## src/scd_regs.vh

```
// scd_regs.vh: offsets, field positions, reset values for the synth config bank
// assumes inclusion by the config bank and its output gate only
`ifndef SCD_REGS_VH
`define SCD_REGS_VH

// register indices on the byte-wide config port
`define SCD_IDX_FB_HI        4'h0
`define SCD_IDX_FB_LO        4'h1
`define SCD_IDX_REF_DIV      4'h2
`define SCD_IDX_PUMP         4'h3
`define SCD_IDX_EDGE         4'h4
`define SCD_IDX_OUT_EN       4'h5

// field widths
`define SCD_FB_W             12
`define SCD_REF_W            6

// reset values, strap low (16.368 MHz reference)
`define SCD_FB_RST_LO        12'h060
`define SCD_REF_RST_LO       6'h01
// reset values, strap high (19.2 MHz reference)
`define SCD_FB_RST_HI        12'h613
`define SCD_REF_RST_HI       6'h13
// strap independent resets
`define SCD_PUMP_RST         2'h3
`define SCD_EDGE_RST         1'h1
`define SCD_OUT_EN_RST       4'hF

// legal ranges
`define SCD_FB_MIN           12'h038
`define SCD_FB_MAX           12'hFFF
`define SCD_REF_MIN          6'h01
`define SCD_REF_MAX          6'h3F

// output enable bit positions
`define SCD_OE_SAMPLE_CLK    0
`define SCD_OE_DIAG_CLK      1
`define SCD_OE_SIGN          2
`define SCD_OE_AMPLITUDE     3

`endif

```

## src/scd_out_gate.v

```verilog
// scd_out_gate.v: forces disabled digital outputs low, never floats them
// assumes enables and data are synchronous to ref_clk
`timescale 1ns/1ps
`include "scd_regs.vh"

module scd_out_gate #(
    parameter N = 4
) (
    // clock
    input  wire         ref_clk,
    input  wire         rst,
    input  wire         clk_en,
    // data
    input  wire [N-1:0] raw_in,
    input  wire [N-1:0] enable,
    output reg  [N-1:0] pin_out
);
    genvar g;
    generate
        for (g = 0; g < N; g = g + 1) begin : g_bit
            always @(posedge ref_clk) begin
                if (rst) begin
                    pin_out[g] <= 1'b0;
                end else if (clk_en) begin
                    // disabled means driven low, no tri-state exists here
                    pin_out[g] <= enable[g] & raw_in[g];
                end
            end
        end
    endgenerate
endmodule // scd_out_gate

```

## src/scd_config_bank.v

```verilog
// scd_config_bank.v: synthesizer divider, pump current, edge rate config bank
// assumes a byte-wide write/read port from the serial front end, one clock
`timescale 1ns/1ps
`include "scd_regs.vh"

// Behaviour
// - a 12-bit feedback ratio lives in two byte registers, legal 56..4095, reset 96 or 1555.
// - a 6-bit reference ratio, legal 1..63, resets to 1 or 19 by strap.
// - only a reference ratio write copies both ratios into the active divider vector.
// - a 2-bit pump current code picks 50/100/150/200 uA and resets to 11.
// - one edge-rate bit sets all four digital drivers, 0 fast, 1 slow, reset 1.
// - a disabled digital output is held low, never floated.
// - the strap pin picks both ratio reset values, low for 16.368 MHz, high for 19.2 MHz.
// - a rising device enable while the receive chain is off reloads all defaults.
module scd_config_bank (
    // clock and reset
    input  wire                 ref_clk,
    input  wire                 rst,
    input  wire                 clk_en,
    // pins
    input  wire                 ref_strap,
    input  wire                 device_enable,
    input  wire                 receive_chain_on_pin,
    // config port
    input  wire                 cfg_wr,
    input  wire                 cfg_rd,
    input  wire [3:0]           cfg_addr,
    input  wire [7:0]           cfg_wdata,
    output reg  [7:0]           cfg_rdata,
    output wire                 cfg_bad_value,
    // synthesizer controls
    output reg  [`SCD_FB_W-1:0] active_fb_div,
    output reg  [`SCD_REF_W-1:0] active_ref_div,
    output wire [1:0]           pump_current_sel,
    output wire                 edge_rate_sel,
    // digital outputs
    input  wire                 sample_clock_raw,
    input  wire                 diag_clock_raw,
    input  wire                 sign_raw,
    input  wire                 amplitude_raw,
    output wire                 sample_clock_out,
    output wire                 diag_clock_out,
    output wire                 sign_out,
    output wire                 amplitude_bit_out
);
    // field registers
    reg  [`SCD_FB_W-1:0]  fb_pend_q;
    reg  [`SCD_FB_W-1:0]  fb_pend_d;
    reg  [`SCD_REF_W-1:0] ref_q;
    reg  [1:0]            pump_q;
    reg                   edge_q;
    reg  [3:0]            oe_q;
    reg                   bad_q;
    reg                   bad_d;
    // enable edge detector and readback
    reg                   dev_en_q;
    reg  [7:0]            rdata_d;
    // decoded strobes
    wire                  reload;
    wire                  load_dflt;
    wire                  wr_go;
    wire                  rd_go;
    wire                  wr_fb_hi;
    wire                  wr_fb_lo;
    wire                  wr_ref;
    wire                  wr_pump;
    wire                  wr_edge;
    wire                  wr_oe;
    // strap dependent defaults and range status
    wire [`SCD_FB_W-1:0]  fb_dflt;
    wire [`SCD_REF_W-1:0] ref_dflt;
    wire                  fb_too_low;
    wire                  ref_too_low;
    // output lanes in enable bit order
    wire [3:0]            raw_bus;
    wire [3:0]            pin_bus;

    // strap read live, so defaults follow the pin at the moment of reset or reload
    assign fb_dflt  = ref_strap ? `SCD_FB_RST_HI : `SCD_FB_RST_LO;
    assign ref_dflt = ref_strap ? `SCD_REF_RST_HI : `SCD_REF_RST_LO;

    // loaded with the pin during reset, so a pin already high gives no false edge
    always @(posedge ref_clk) begin
        if (rst || clk_en) begin
            dev_en_q <= device_enable;
        end
    end

    // reload only when the chain is off, so a live receiver keeps its tuning
    assign reload    = device_enable & ~dev_en_q & ~receive_chain_on_pin;
    // reload outranks a write landing in the same cycle
    assign load_dflt = rst | (clk_en & reload);

    // one strobe per register; unmapped indices decode to nothing
    assign wr_go    = clk_en & cfg_wr;
    assign rd_go    = clk_en & cfg_rd;
    assign wr_fb_hi = wr_go & (cfg_addr == `SCD_IDX_FB_HI);
    assign wr_fb_lo = wr_go & (cfg_addr == `SCD_IDX_FB_LO);
    assign wr_ref   = wr_go & (cfg_addr == `SCD_IDX_REF_DIV);
    assign wr_pump  = wr_go & (cfg_addr == `SCD_IDX_PUMP);
    assign wr_edge  = wr_go & (cfg_addr == `SCD_IDX_EDGE);
    assign wr_oe    = wr_go & (cfg_addr == `SCD_IDX_OUT_EN);

    // pending ratio bytes stay apart from the active vector until applied
    always @* begin
        fb_pend_d = fb_pend_q;
        if (wr_fb_hi) begin
            fb_pend_d = {cfg_wdata[3:0], fb_pend_q[7:0]};
        end else if (wr_fb_lo) begin
            fb_pend_d = {fb_pend_q[11:8], cfg_wdata};
        end
    end

    always @(posedge ref_clk) begin
        if (load_dflt) begin
            fb_pend_q <= fb_dflt;
        end else begin
            fb_pend_q <= fb_pend_d;
        end
    end

    // both ratios move together, so the loop never sees half a setting
    always @(posedge ref_clk) begin
        if (load_dflt) begin
            ref_q          <= ref_dflt;
            active_ref_div <= ref_dflt;
            active_fb_div  <= fb_dflt;
        end else if (wr_ref) begin
            ref_q          <= cfg_wdata[5:0];
            active_ref_div <= cfg_wdata[5:0];
            active_fb_div  <= fb_pend_q;
        end
    end

    // out-of-range pair is applied anyway; the flag is the only warning
    assign fb_too_low  = fb_pend_q < `SCD_FB_MIN;
    assign ref_too_low = cfg_wdata[5:0] < `SCD_REF_MIN;

    always @* begin
        bad_d = bad_q;
        if (wr_ref) begin
            bad_d = fb_too_low | ref_too_low;
        end
    end

    always @(posedge ref_clk) begin
        if (load_dflt) begin
            bad_q <= 1'b0;
        end else begin
            bad_q <= bad_d;
        end
    end

    // code steps the pump current in equal quarters of full scale
    always @(posedge ref_clk) begin
        if (load_dflt) begin
            pump_q <= `SCD_PUMP_RST;
        end else if (wr_pump) begin
            pump_q <= cfg_wdata[1:0];
        end
    end

    // one bit for all four drivers, slow edges after reset
    always @(posedge ref_clk) begin
        if (load_dflt) begin
            edge_q <= `SCD_EDGE_RST;
        end else if (wr_edge) begin
            edge_q <= cfg_wdata[0];
        end
    end

    // all outputs come back enabled after reset or reload
    always @(posedge ref_clk) begin
        if (load_dflt) begin
            oe_q <= `SCD_OUT_EN_RST;
        end else if (wr_oe) begin
            oe_q <= cfg_wdata[3:0];
        end
    end

    // ratio bytes read back the pending value, not the active one
    always @* begin
        case (cfg_addr)
            `SCD_IDX_FB_HI:   rdata_d = {4'h0, fb_pend_q[11:8]};
            `SCD_IDX_FB_LO:   rdata_d = fb_pend_q[7:0];
            `SCD_IDX_REF_DIV: rdata_d = {2'h0, ref_q};
            `SCD_IDX_PUMP:    rdata_d = {6'h00, pump_q};
            `SCD_IDX_EDGE:    rdata_d = {7'h00, edge_q};
            `SCD_IDX_OUT_EN:  rdata_d = {4'h0, oe_q};
            default:          rdata_d = 8'h00;
        endcase
    end

    // readback holds until the next read
    always @(posedge ref_clk) begin
        if (rst) begin
            cfg_rdata <= 8'h00;
        end else if (rd_go) begin
            cfg_rdata <= rdata_d;
        end
    end

    assign cfg_bad_value    = bad_q;
    assign pump_current_sel = pump_q;
    assign edge_rate_sel    = edge_q;

    assign raw_bus[`SCD_OE_SAMPLE_CLK] = sample_clock_raw;
    assign raw_bus[`SCD_OE_DIAG_CLK]   = diag_clock_raw;
    assign raw_bus[`SCD_OE_SIGN]       = sign_raw;
    assign raw_bus[`SCD_OE_AMPLITUDE]  = amplitude_raw;
    assign sample_clock_out  = pin_bus[`SCD_OE_SAMPLE_CLK];
    assign diag_clock_out    = pin_bus[`SCD_OE_DIAG_CLK];
    assign sign_out          = pin_bus[`SCD_OE_SIGN];
    assign amplitude_bit_out = pin_bus[`SCD_OE_AMPLITUDE];

    scd_out_gate #(
        .N (4)
    ) u_gate (
        .ref_clk (ref_clk),
        .rst     (rst),
        .clk_en  (clk_en),
        .raw_in  (raw_bus),
        .enable  (oe_q),
        .pin_out (pin_bus)
    );
endmodule // scd_config_bank

```

## config.mk

```make
export PLATFORM = sky130hd
export DESIGN_NAME = scd_config_bank
export DESIGN_NICKNAME = d
export VERILOG_FILES = /design/src/scd_out_gate.v /design/src/scd_config_bank.v
export VERILOG_INCLUDE_DIRS = /design/src /design/src/src
export SDC_FILE = /design/constraint.sdc
export NUM_CORES = 1
export LEC_CHECK = 0
export ABC_AREA = 1
export BUFFER_PORTS_ARGS = -buffer_cell sky130_fd_sc_hd__buf_2
export CAP_MARGIN = 20
export CELL_PAD_IN_SITES_DETAIL_PLACEMENT = 0
export CELL_PAD_IN_SITES_GLOBAL_PLACEMENT = 1
export CORE_UTILIZATION = 42
export DETAILED_ROUTE_END_ITERATION = 12
export PLACE_DENSITY = 0.87
export SYNTH_ARGS = -nofsm -noshare
export SYNTH_HDL_FRONTEND = slang
export SYNTH_HIERARCHICAL = 1
export SYNTH_SLANG_ARGS = --single-unit
```

## constraint.sdc

```tcl
create_clock -name ref_clk -period 4 [get_ports ref_clk]
set_input_delay 0.8 -clock ref_clk [delete_from_list [all_inputs] [get_ports ref_clk]]
set_output_delay 0.8 -clock ref_clk [all_outputs]
set_load 0.02 [all_outputs]
```

# [Yosys cells after proc, flatten, opt, wreduce, memory -nomap -nowiden]
# Cells that the tools add are included.
[word_totals] out_inout_bits=34 regBits=51 elab_cells=57 in_bits=24
[op_classes] eq_ne=6 bitwise_logic=19 n_reduce_logical=6 mux=10 n_lt_le_gt_ge=2
[ops] op="2-to-1 mux 12 bit" count=4
[ops] op="case mux 8 bit (6 select lines)" count=1
[ops] op="AND 1 bit" count=15
[ops] op="< comparator 12 x 6 -> 1 bit, second input constant" count=1
[ops] op="2-to-1 mux 6 bit" count=2
[ops] op="2-to-1 mux 11 bit" count=1
[ops] op="equality test 4 x 2 -> 1 bit, second input constant" count=2
[ops] op="equality test 4 x 3 -> 1 bit, second input constant" count=2
[ops] op="2-to-1 mux 8 bit" count=1
[ops] op="< comparator 6 x 1 -> 1 bit, second input constant" count=1
[ops] op="nonzero test 2 bit" count=3
[ops] op="2-to-1 mux 5 bit" count=1
[ops] op="equality test 4 x 1 -> 1 bit, second input constant" count=1
[ops] op="logical NOT 4 bit" count=1
[ops] op="!= test 2 bit, second input constant" count=1
[ops] op="inverter 1 bit" count=2
[ops] op="OR 1 bit" count=2
[ops] op="AND reduction 2 bit" count=1
[ops] op="logical OR 1 bit" count=1

# [Depth between registers and ports, before layout]
# Gate-level depths: netlist (run 1).
[logic_depth] word_depth=7 ltp_mapped=8 mapped_depth_nobuf=8

# [Modules after synthesis]
# Netlist (run 1), hierarchy kept.
[modules_own_cells] module="scd_config_bank" cells_each=227 n_inst=1 area_each_um2=2117.0 seq_area_each_um2=1251.2
[modules_own_cells] module="scd_out_gate" cells_each=18 n_inst=1 area_each_um2=142.6 seq_area_each_um2=80.1

# [Worst setup path before layout (run 1)]
# OpenSTA, ideal clock, no wires.
[synth_path] path_type="in2reg" from="input cfg_addr[3]" to="register active_fb_div[0], enable pin" setup_ns=0.418 n_path_buf=1 t_arrival_ns=2.557 path_slack_ns=1.025 cell_stages=4 required_ns=3.582 cell_sequence="nor2_4 -> buf_6 -> nand2_1 -> o21ai_0"
[synth_between] elab_chain_cells=3
[synth_rtl] element="start, declared" line_no="scd_config_bank.v:27" source="input wire [3:0] cfg_addr,"
[synth_rtl] element="equality test 4 x 2 -> 1 bit"
[synth_rtl] element="AND 1 bit" line_no="scd_config_bank.v:99" source="assign wr_ref = wr_go & (cfg_addr == `SCD_IDX_REF_DIV);"
[synth_rtl] element="nonzero test 2 bit (no source line)"
[synth_rtl] element="end signal, assigned" line_no="scd_config_bank.v:127" source="active_fb_div <= fb_dflt;"
[synth_rtl] element="end signal, assigned" line_no="scd_config_bank.v:131" source="active_fb_div <= fb_pend_q;"
[synth_rtl] element="end, declared" line_no="scd_config_bank.v:32" source="output reg [`SCD_FB_W-1:0] active_fb_div,"
# No other way between the ends.
# A chain may end at the register's enable or synchronous reset.

# [Worst setup path in the final report (run 1)]
[layout_path] from="input clk_en" to="register ref_q[4], enable pin"
[layout_between] elab_chain_cells=3 elab_cells_between_ends=5 classes_between="4 x bitwise; 1 x reduce/logical"
[layout_rtl] element="start, declared" line_no="scd_config_bank.v:19" source="input wire clk_en,"
[layout_rtl] element="AND 1 bit (on tied branches)" line_no="scd_config_bank.v:92, scd_config_bank.v:95"
[layout_rtl] element="OR 1 bit or AND 1 bit (tied branches)" line_no="scd_config_bank.v:92, scd_config_bank.v:99"
[layout_rtl] element="nonzero test 2 bit (no source line) (*)"
[layout_rtl] element="end signal, assigned" line_no="scd_config_bank.v:125" source="ref_q <= ref_dflt;"
[layout_rtl] element="end signal, assigned" line_no="scd_config_bank.v:129" source="ref_q <= cfg_wdata[5:0];"
[layout_rtl] element="end, declared" line_no="scd_config_bank.v:49" source="reg [`SCD_REF_W-1:0] ref_q;"
# Mark *: on every way between the ends. The rest lies on a longest branch, timed or not.

==> impl_metrics.yaml, run 1 <==
cts:
  clk_latency_ns: 0.30
  hold_buffers: 0
  cts_root_buf: "clkbuf_8"
  clockBufferDepth: 2
  clk_pin_slew_ns: 0.09
  tritoncts: "done"
  cts_buffers: 5
  cts.sinks: 51
  cts_setup_buffers: 0
  h-tree-depth: 2
  ctsResizeCount: 0
final_layout:
  mostFrequentLayoutCell: "buf_2"
  mostFrequentLayoutCells: "buf_2, nand2_1, edfxtp_1"
  diodes: 0
  area_growth_pct: 19.7
  drive_gt1_share_pct: 28.7
  design_area_um2: 2700
  final_nets: 330
place:
  portBuffers: 57
  place.gp.congestion: 0.840
  hpwl_um: 3910
  placed_area_um2: 2620
synth:
  ys_seq_elements: 51
  synth_seq_area_share_pct: 58.9
  syn-instance-count: 245
  synth_top_area_cell: "edfxtp_1"
  ys.warnings.count: 6
  synth.area.top_cells: "edfxtp_1, dfxtp_1, nand2_1"
  synth_top_area_share_pct: 41.2
  synth.net_count: 269
  synth.avg_cell_area_um2: 9.22
  ys_types: 28
  synth.cell_area_um2: 2260
setup_path:
  critPathCaptureType: "register"
  cp-start-kind: "primary input"
  cp.arrival_ns: 2.35
  path_max_fanout: 23
  worstSetupPathType: "primary input to register"
  required_ns: 4.01
floorplan:
  core-area_um2: 5140
  die_h_um: 75.4
  fp.dieW_um: 75.4
  start_util_pct: 44.0
  die-area_um2: 5680
  fp-row-count: 26
  io_pins: 58
sta:
  slew_violations: 0
  fin_skew_ns: 0.00503
  period_share_pct: 58.7
  worst_pin_slew_ns: 0.956
  rsz0062_at_grt: "no"
  setup_viol: 0
  timing.fmax_mhz: 426
  slew_headroom_pct: 35.6
  min_period_ns: 2.35
  finalHoldViolCount: 0
  hold_slack_ns: 0.469
  tns_ns: 0
global_route:
  grt_pass1_wl_um: 7960
  grt_max_degree: 24
  antenna_found_initial: 0
  grt_pass1_vias: 1637
  grt-ovfl-total: 0
  grtUsageTotal_pct: 19.7
routing:
  vias_per_cell: 4.94
  first_pass_iters: 4
  route.detailed.drc: 0
  drt-total-wl_um: 5210
  drtAntennaViolNets: 0
  vias: 1863
  wl_per_cell_um: 13.8
  drt_iter0_drc: 75
run_status:
  outcome: "completed"
power:
  power_density_nw_per_um2: 383
  p_leak_nw: 1.23
  peakVddDrop_mv: 0.174
min_path:
  min_path_type: "register to register"
flow_run:
  cap_violations: 0
==> layout make-up <==
| cell class | count | area [um2] |
|---|---|---|
| sequential | 51 | 1330 |
| multi-input combinational | 156 | 776 |
| tap | 70 | 87.6 |
| clock buffer | 6 | 72.6 |
| clock inverter | 2 | 12.5 |
| fill | 528 | 2440 |
| timing repair buffer | 59 | 300 |
| inverter | 33 | 124 |
==> metrics by stage <==
| step | setup WS, ns | utilization [%] | std cells | power, mW |
|---|---|---|---|---|
| 4_1_cts | 1.68 | 52.6 | 377 | 1.04 |
| 6_report | 1.65 | 52.6 | 377 | 1.04 |
| 3_5_place_dp | 1.35 | 50.9 | 369 | 0.762 |
| 3_3_place_gp | 1.39 | 50.9 | 369 | 0.760 |
| 2_1_floorplan | 1.02 | - | 245 | 0.705 |
| 5_1_grt | 1.54 | 52.6 | 377 | 1.08 |
==> kinds of logic after synthesis <==
kind of cell / Yosys count / share of synthesized area [%]
AOI/OAI and AO/OA: 47 / 12.0
and+or+nand+nor: 109 / 22.3
buffers and inverters: 38 / 6.76
DFF: 51 / 58.9
==> cells in the mapped netlist <==
cell type,instances
buf_6,1
dfxtp_1,20
o21ai_1,9
nor2_4,4
o21ai_0,16
clkinv_1,2
o21ai_2,2
nor4_1,1
o211ai_1,2
nor3_1,5
o31ai_1,2
nand3_1,22
buf_2,2
edfxtp_1,31
nand3_2,1
a21oi_1,13
nand4_1,3
nand2_1,47
o211ai_2,2
nor2_2,1
nand2_2,1
or2_1,1
inv_2,9
a21oi_2,1
inv_1,22
clkbuf_1,2
nor2_1,22
nand2_4,1
==> routing by layer <==
layer	share of wire (%)	GRT usage, %
met5	0	0
met4	2.6	9.47
met2	46	30.7
met1	46	26.4
met3	5.3	4.10
==> sequential cells by signal, indices dropped and copies added (netlist names) <==
register / flops
edge_rate_sel: 1
u_gate/pin_out: 4
fb_pend_q: 12
cfg_rdata: 8
pump_current_sel: 2
dev_en_q: 1
ref_q: 6
active_fb_div: 12
oe_q: 4
cfg_bad_value: 1
==> worst paths after layout <==
| path | endpoint | start | cells after the start | slack [ns] |
|---|---|---|---|---|
| setup reg to reg | ref_q[4] | dev_en_q | 7 | 1.88 |
| setup / recovery | ref_q[4] | clk_en | 7 | 1.65 |
| hold / removal | cfg_rdata[2] | cfg_rdata[2] | 2 | 0.47 |
| hold reg to reg | cfg_rdata[2] | cfg_rdata[2] | 2 | 0.47 |
==> critical path, cell delays in order <==
cell and delay [ns]:
buf_2 0.16, inv_1 0.08, o21ai_2 0.13, buf_4 0.28
inv_2 0.18, o21ai_1 0.37, buf_4 0.33
==> power breakdown <==
group,switching (mW),internal (mW)
clock network,0.165,0.122
logic,0.102,0.0427
registers,0.0122,0.593
Note: power is estimated with default switching activity, not from simulation.
==> run 2: changes to the inputs <==
--- a/config.mk
+++ b/config.mk
@@ -6,14 +6,14 @@
 export SDC_FILE = /design/constraint.sdc
 export NUM_CORES = 1
 export LEC_CHECK = 0
-export ABC_AREA = 1
+export ABC_AREA = 0
 export BUFFER_PORTS_ARGS = -buffer_cell sky130_fd_sc_hd__buf_2
 export CAP_MARGIN = 20
 export CELL_PAD_IN_SITES_DETAIL_PLACEMENT = 0
 export CELL_PAD_IN_SITES_GLOBAL_PLACEMENT = 1
-export CORE_UTILIZATION = 42
+export CORE_UTILIZATION = 41
 export DETAILED_ROUTE_END_ITERATION = 12
-export PLACE_DENSITY = 0.87
+export PLACE_DENSITY = 0.82
 export SYNTH_ARGS = -nofsm -noshare
 export SYNTH_HDL_FRONTEND = slang
 export SYNTH_HIERARCHICAL = 1
==> constraint.sdc (replaced) <==
create_clock -name ref_clk -period 2.2 [get_ports ref_clk]
set_input_delay 0.44 -clock ref_clk [delete_from_list [all_inputs] [get_ports ref_clk]]
set_output_delay 0.44 -clock ref_clk [all_outputs]
set_load 0.02 [all_outputs]
==> impl_metrics.yaml, run 2 <==
run_status:
  outcome: "completed"
global_route:
  antenna_found_initial: 0
  grtUsageTotal_pct: 20.0
  grt_pass1_wl_um: 9050
  grt_pass1_vias: 1824
  grt-ovfl-total: 0
  grt_max_degree: 20
min_path:
  min_path_type: "primary input to register"
setup_path:
  worstSetupPathType: "register to register"
  required_ns: 2.47
  cp-start-kind: "register"
  ff2ff_setup_slack_ns: 0.52
  crit_family: "simple AND/OR/NAND/NOR gates"
  cp.arrival_ns: 1.95
  slowest_stage: "or4_1"
  path_max_fanout: 3
  cp_slowest_stage_delay_ns: 0.55
  path_buf_inv: 0
  critPathCaptureType: "register"
  cp_cell_sequence: "or4_1 > nor4_1 > o211a_1"
final_layout:
  diodes: 0
  mostFrequentLayoutCell: "buf_2"
  instances_no_fill: 342
  mostFrequentLayoutCells: "buf_2, edfxtp_1, dfxtp_1, nand3_1, nand2_1"
  area_growth_pct: 21.5
  drive_gt1_share_pct: 33.7
  n_fill_cell: 499
  reg.largest.list: "active_fb_div: 12 flops, fb_pend_q: 12 flops, cfg_rdata: 8 flops"
  fin_util_pct: 51.8
  final_nets: 293
power:
  peakVddDrop_mv: 0.254
  power_density_nw_per_um2: 682
  p_leak_nw: 1.20
sta:
  rsz0062_at_grt: "no"
  finalHoldViolCount: 0
  period_share_pct: 76.6
  setup_viol: 0
  min_period_ns: 1.68
  worst_pin_slew_ns: 0.541
  timing.fmax_mhz: 594
  tns_ns: 0
  slew_violations: 0
  slew_headroom_pct: 63.8
  fin_skew_ns: 0.00530
synth:
  synth.most_common_cell: "edfxtp_1"
  synth_seq_area_share_pct: 56.7
  ys_seq_elements: 51
  synth.cell_area_um2: 2350
  synth_ff_type: "edfxtp_1"
  synth_top_area_share_pct: 39.7
  async_flop_share_pct: 0
  syn-instance-count: 207
  synth_common_cells: "edfxtp_1, dfxtp_1, nand3_1"
  synth_top_area_cell: "edfxtp_1"
  ys.warnings.count: 6
  synth.area.top_cells: "edfxtp_1, dfxtp_1, nand3_1"
  synth_edf_count: 31
  ys_types: 42
  synth.net_count: 231
  synth.avg_cell_area_um2: 11.3
cts:
  clk_latency_ns: 0.31
  clockBufferDepth: 2
  cts_root_buf: "clkbuf_8"
  tritoncts: "done"
  cts_setup_buffers: 0
  cts.sinks: 51
  ctsResizeCount: 0
  clk_pin_slew_ns: 0.10
  cts_buffers: 5
  h-tree-depth: 2
  hold_buffers: 0
place:
  place.gp.congestion: 0.836
  place_inst: 334
  portBuffers: 57
  hpwl_um: 4180
floorplan:
  io_pins: 58
  fp-row-count: 27
  fp.dieW_um: 77.6
  start_util_pct: 42.6
  die-area_um2: 6030
  die_h_um: 77.6
  core-area_um2: 5510
routing:
  wl_per_cell_um: 16.2
  vias_per_cell: 5.70
  drt_iter0_drc: 149
  route.detailed.drc: 0
  vias: 1950
  first_pass_iters: 4
  drt-total-wl_um: 5560
  drtAntennaViolNets: 0
flow_run:
  cap_violations: 0
==> run 2: changes by cell type after synthesis, moves of 10 or more <==
cell / before / now
nor2_1: 22 / 3
nand2_1: 47 / 14
a21o_1: 0 / 10
inv_1: 22 / 4
==> run 2: final timing paths <==
kind / end / startpoint / cells after the start
setup / recovery: cfg_bad_value / fb_pend_q[9] / 3
hold / removal: dev_en_q / device_enable / 1
setup reg to reg: cfg_bad_value / fb_pend_q[9] / 3
hold reg to reg: cfg_rdata[7] / cfg_rdata[7] / 2
==> run 2: layer usage <==
| metal | share of wire (%) | vias to the layer above | global-route usage [%] |
|---|---|---|---|
| met5 | 0 | - | 0 |
| met4 | 2.6 | 0 | 10.9 |
| met3 | 6.6 | 13 | 3.76 |
| met2 | 47 | 75 | 29.6 |
| met1 | 44 | 936 | 27.5 |
| li1 | - | 926 | - |
==> run 2: cells by family (layout without fill, tap and decap cells) <==
logic type	Yosys count	after routing	share of synthesized area, %
compound gates	52	52	16.2
simple gates	80	80	20.6
mux	7	7	3.36
flops	51	51	56.7
buf+inv	17	80	3.15
==> run 2: area by class of cell <==
class / count / area [um2] / area share, %
Inverter: 4 / 15.0 / 0.527
Multi-Input combinational cell: 139 / 941 / 33.0
Sequential cell: 51 / 1330 / 46.7
Tap cell: 72 / 90.1 / 3.16
Timing Repair Buffer: 68 / 380 / 13.3
Clock buffer: 5 / 68.8 / 2.41
Clock inverter: 3 / 25.0 / 0.878
==> run 2: per-stage QoR <==
step	cell area [um2]	power, mW	hold WS, ns	setup WS [ns]
6_report	2850	1.94	0.323	0.515
5_1_grt	2850	2.02	0.316	0.461
4_1_cts	2850	1.96	0.314	0.559
3_5_place_dp	2760	1.40	0.440	0.313
3_3_place_gp	2760	1.39	0.439	0.348
2_1_floorplan	2350	1.28	0.461	0.271
==> run 2: power breakdown <==
part / switching [mW] / internal, mW / total (mW)
clock: 0.338 / 0.232 / 0.570
sequential: 0.0276 / 1.07 / 1.10
combinational: 0.165 / 0.108 / 0.273
total: 0.530 / 1.41 / 1.94
==> run 3: changes to the inputs <==
--- a/config.mk
+++ b/config.mk
@@ -11,9 +11,9 @@
 export CAP_MARGIN = 20
 export CELL_PAD_IN_SITES_DETAIL_PLACEMENT = 0
 export CELL_PAD_IN_SITES_GLOBAL_PLACEMENT = 1
-export CORE_UTILIZATION = 41
+export CORE_UTILIZATION = 37
 export DETAILED_ROUTE_END_ITERATION = 12
-export PLACE_DENSITY = 0.82
+export PLACE_DENSITY = 0.78
 export SYNTH_ARGS = -nofsm -noshare
 export SYNTH_HDL_FRONTEND = slang
 export SYNTH_HIERARCHICAL = 1
==> constraint.sdc (replaced) <==
create_clock -name ref_clk -period 1.4 [get_ports ref_clk]
set_input_delay 0.28 -clock ref_clk [delete_from_list [all_inputs] [get_ports ref_clk]]
set_output_delay 0.28 -clock ref_clk [all_outputs]
set_load 0.02 [all_outputs]
==> impl_metrics.yaml, run 3 (synthesis gave the netlist of run 2 again) <==
place:
  place_worst_setup_slack_ns: -0.0767
  place.gp.congestion: 0.832
  portBuffers: 57
  hpwl_um: 4510
  place_inst: 360
floorplan:
  io_pins: 58
  start_util_pct: 38.9
  core-area_um2: 6030
  fp-row-count: 28
  die_h_um: 81.6
  die-area_um2: 6660
  fp.dieW_um: 81.6
routing:
  first_pass_iters: 4
  route.detailed.drc: 0
  drt-total-wl_um: 6010
  drt_iter0_drc: 116
  vias: 1987
  vias_per_cell: 5.34
  wl_per_cell_um: 16.2
  drtAntennaViolNets: 0
run_status:
  violations: "negative setup slack"
  outcome: "finished, violations left"
final_layout:
  diodes: 0
  area_growth_pct: 34.3
  mostFrequentLayoutCells: "buf_2, buf_4, edfxtp_1, dfxtp_1, nand3_1"
  reg.largest.list: "active_fb_div: 12 flops, fb_pend_q: 12 flops, cfg_rdata: 8 flops"
  instances_no_fill: 372
  final_nets: 320
  mostFrequentLayoutCell: "buf_2"
  n_fill_cell: 572
  drive_gt1_share_pct: 41.4
setup_path:
  worstSetupPathType: "register to register"
  cp_slowest_stage_delay_ns: 0.40
  cp-start-kind: "register"
  path_max_fanout: 8
  crit_top_cell: "buf_6"
  critPathCaptureType: "register"
  cp.arrival_ns: 1.51
  required_ns: 1.46
  cp_cell_sequence: "and4bb_2 > buf_6 > a211oi_4 > buf_6 > a21o_2"
  slowest_stage: "edfxtp_1"
global_route:
  grtUsageTotal_pct: 19.2
  grt_pass1_wl_um: 9310
  grt_pass1_vias: 1864
  grt-ovfl-total: 0
  antenna_found_initial: 0
  grt_max_degree: 19
cts:
  h-tree-depth: 2
  clk_latency_ns: 0.30
  cts.sinks: 51
  clk_pin_slew_ns: 0.08
  cts_buffers: 5
  tritoncts: "done"
  clockBufferDepth: 2
  cts_root_buf: "clkbuf_8"
sta:
  fin_ws_ns: -0.0496
  slew_violations: 0
  period_share_pct: 104
  slew_headroom_pct: 75.3
  hold_slack_ns: 0.190
  timing.fmax_mhz: 690
  worst_pin_slew_ns: 0.369
  min_period_ns: 1.45
  rsz0062_at_grt: "yes"
  setup_viol: 16
  finalHoldViolCount: 0
  fin_skew_ns: 0.00496
power:
  p_total_mw: 3.24
  peakVddDrop_mv: 0.456
  p_leak_nw: 1.35
  power_density_nw_per_um2: 1030
min_path:
  min_path_type: "primary input to register"
flow_run:
  cap_violations: 0
[run 3: changes by cell type in the layout (fill, tap and decap cells not counted), moves of 2 or more]
cell | previous run | this run
buf_4 | 10 | 33
buf_6 | 0 | 2
clkbuf_1 | 0 | 2
inv_6 | 2 | 0
nand2_8 | 0 | 2
[run 3: worst max-delay path, delay by kind of cell, from the launching register on]
| family | cells | cell delay (ns) |
|---|---|---|
| buf+inv | 2 | 0.26 |
| simple gates | 1 | 0.35 |
| compound gates | 2 | 0.21 |
| flops | 1 | 0.40 |
[run 3: where the power goes]
| part | switching [mW] | leakage (nW) | internal [mW] |
|---|---|---|---|
| clock | 0.456 | 0.0524 | 0.535 |
| combinational | 0.291 | 0.822 | 0.230 |
| sequential | 0.0419 | 0.478 | 1.69 |
[run 3: worst paths after layout]
| path | from | endpoint | slack, ns | cells after the start |
|---|---|---|---|---|
| setup reg to reg | dev_en_q | fb_pend_q[0] | -0.05 | 5 |
| hold / removal | device_enable | dev_en_q | 0.19 | 1 |
| hold reg to reg | cfg_rdata[7] | cfg_rdata[7] | 0.45 | 2 |
| setup / recovery | dev_en_q | fb_pend_q[0] | -0.05 | 5 |
[run 3: repair_timing]
item	in CTS	in global routing
hold buffers	0	0
endpoints found under the setup margin	42	43
resized for setup	3	5
buffers inserted	2	1
pin swaps	2	2
gates cloned	0	1
[run 3: stage by stage]
stage	util, %	TNS, ns	instance area (um2)
floorplan	-	0	2380
global placement	49.4	-1.39	2980
detailed placement	49.4	-2.48	2980
CTS	51.5	-0.107	3100
global route	52.3	-1.51	3150
finish	52.3	-0.584	3150
[run 3: routing by layer]
layer / share of wire, % / vias to the layer above / track usage, %
li1: - / 976 / -
met1: 45 / 924 / 24.6
met2: 47 / 76 / 32.4
met3: 5.7 / 11 / 2.56
met4: 2.0 / 0 / 8.42
met5: 0 / - / 0
[run 3: layout make-up]
| class | instances | area [um2] | area share [%] |
|---|---|---|---|
| Tap cell | 75 | 93.8 | 2.98 |
| Inverter | 4 | 15.0 | 0.476 |
| Sequential cell | 51 | 1330 | 42.2 |
| Clock inverter | 1 | 30.0 | 0.953 |
| Timing Repair Buffer | 94 | 596 | 18.9 |
| Clock buffer | 7 | 76.3 | 2.42 |
| Multi-Input combinational cell | 140 | 1010 | 32.0 |
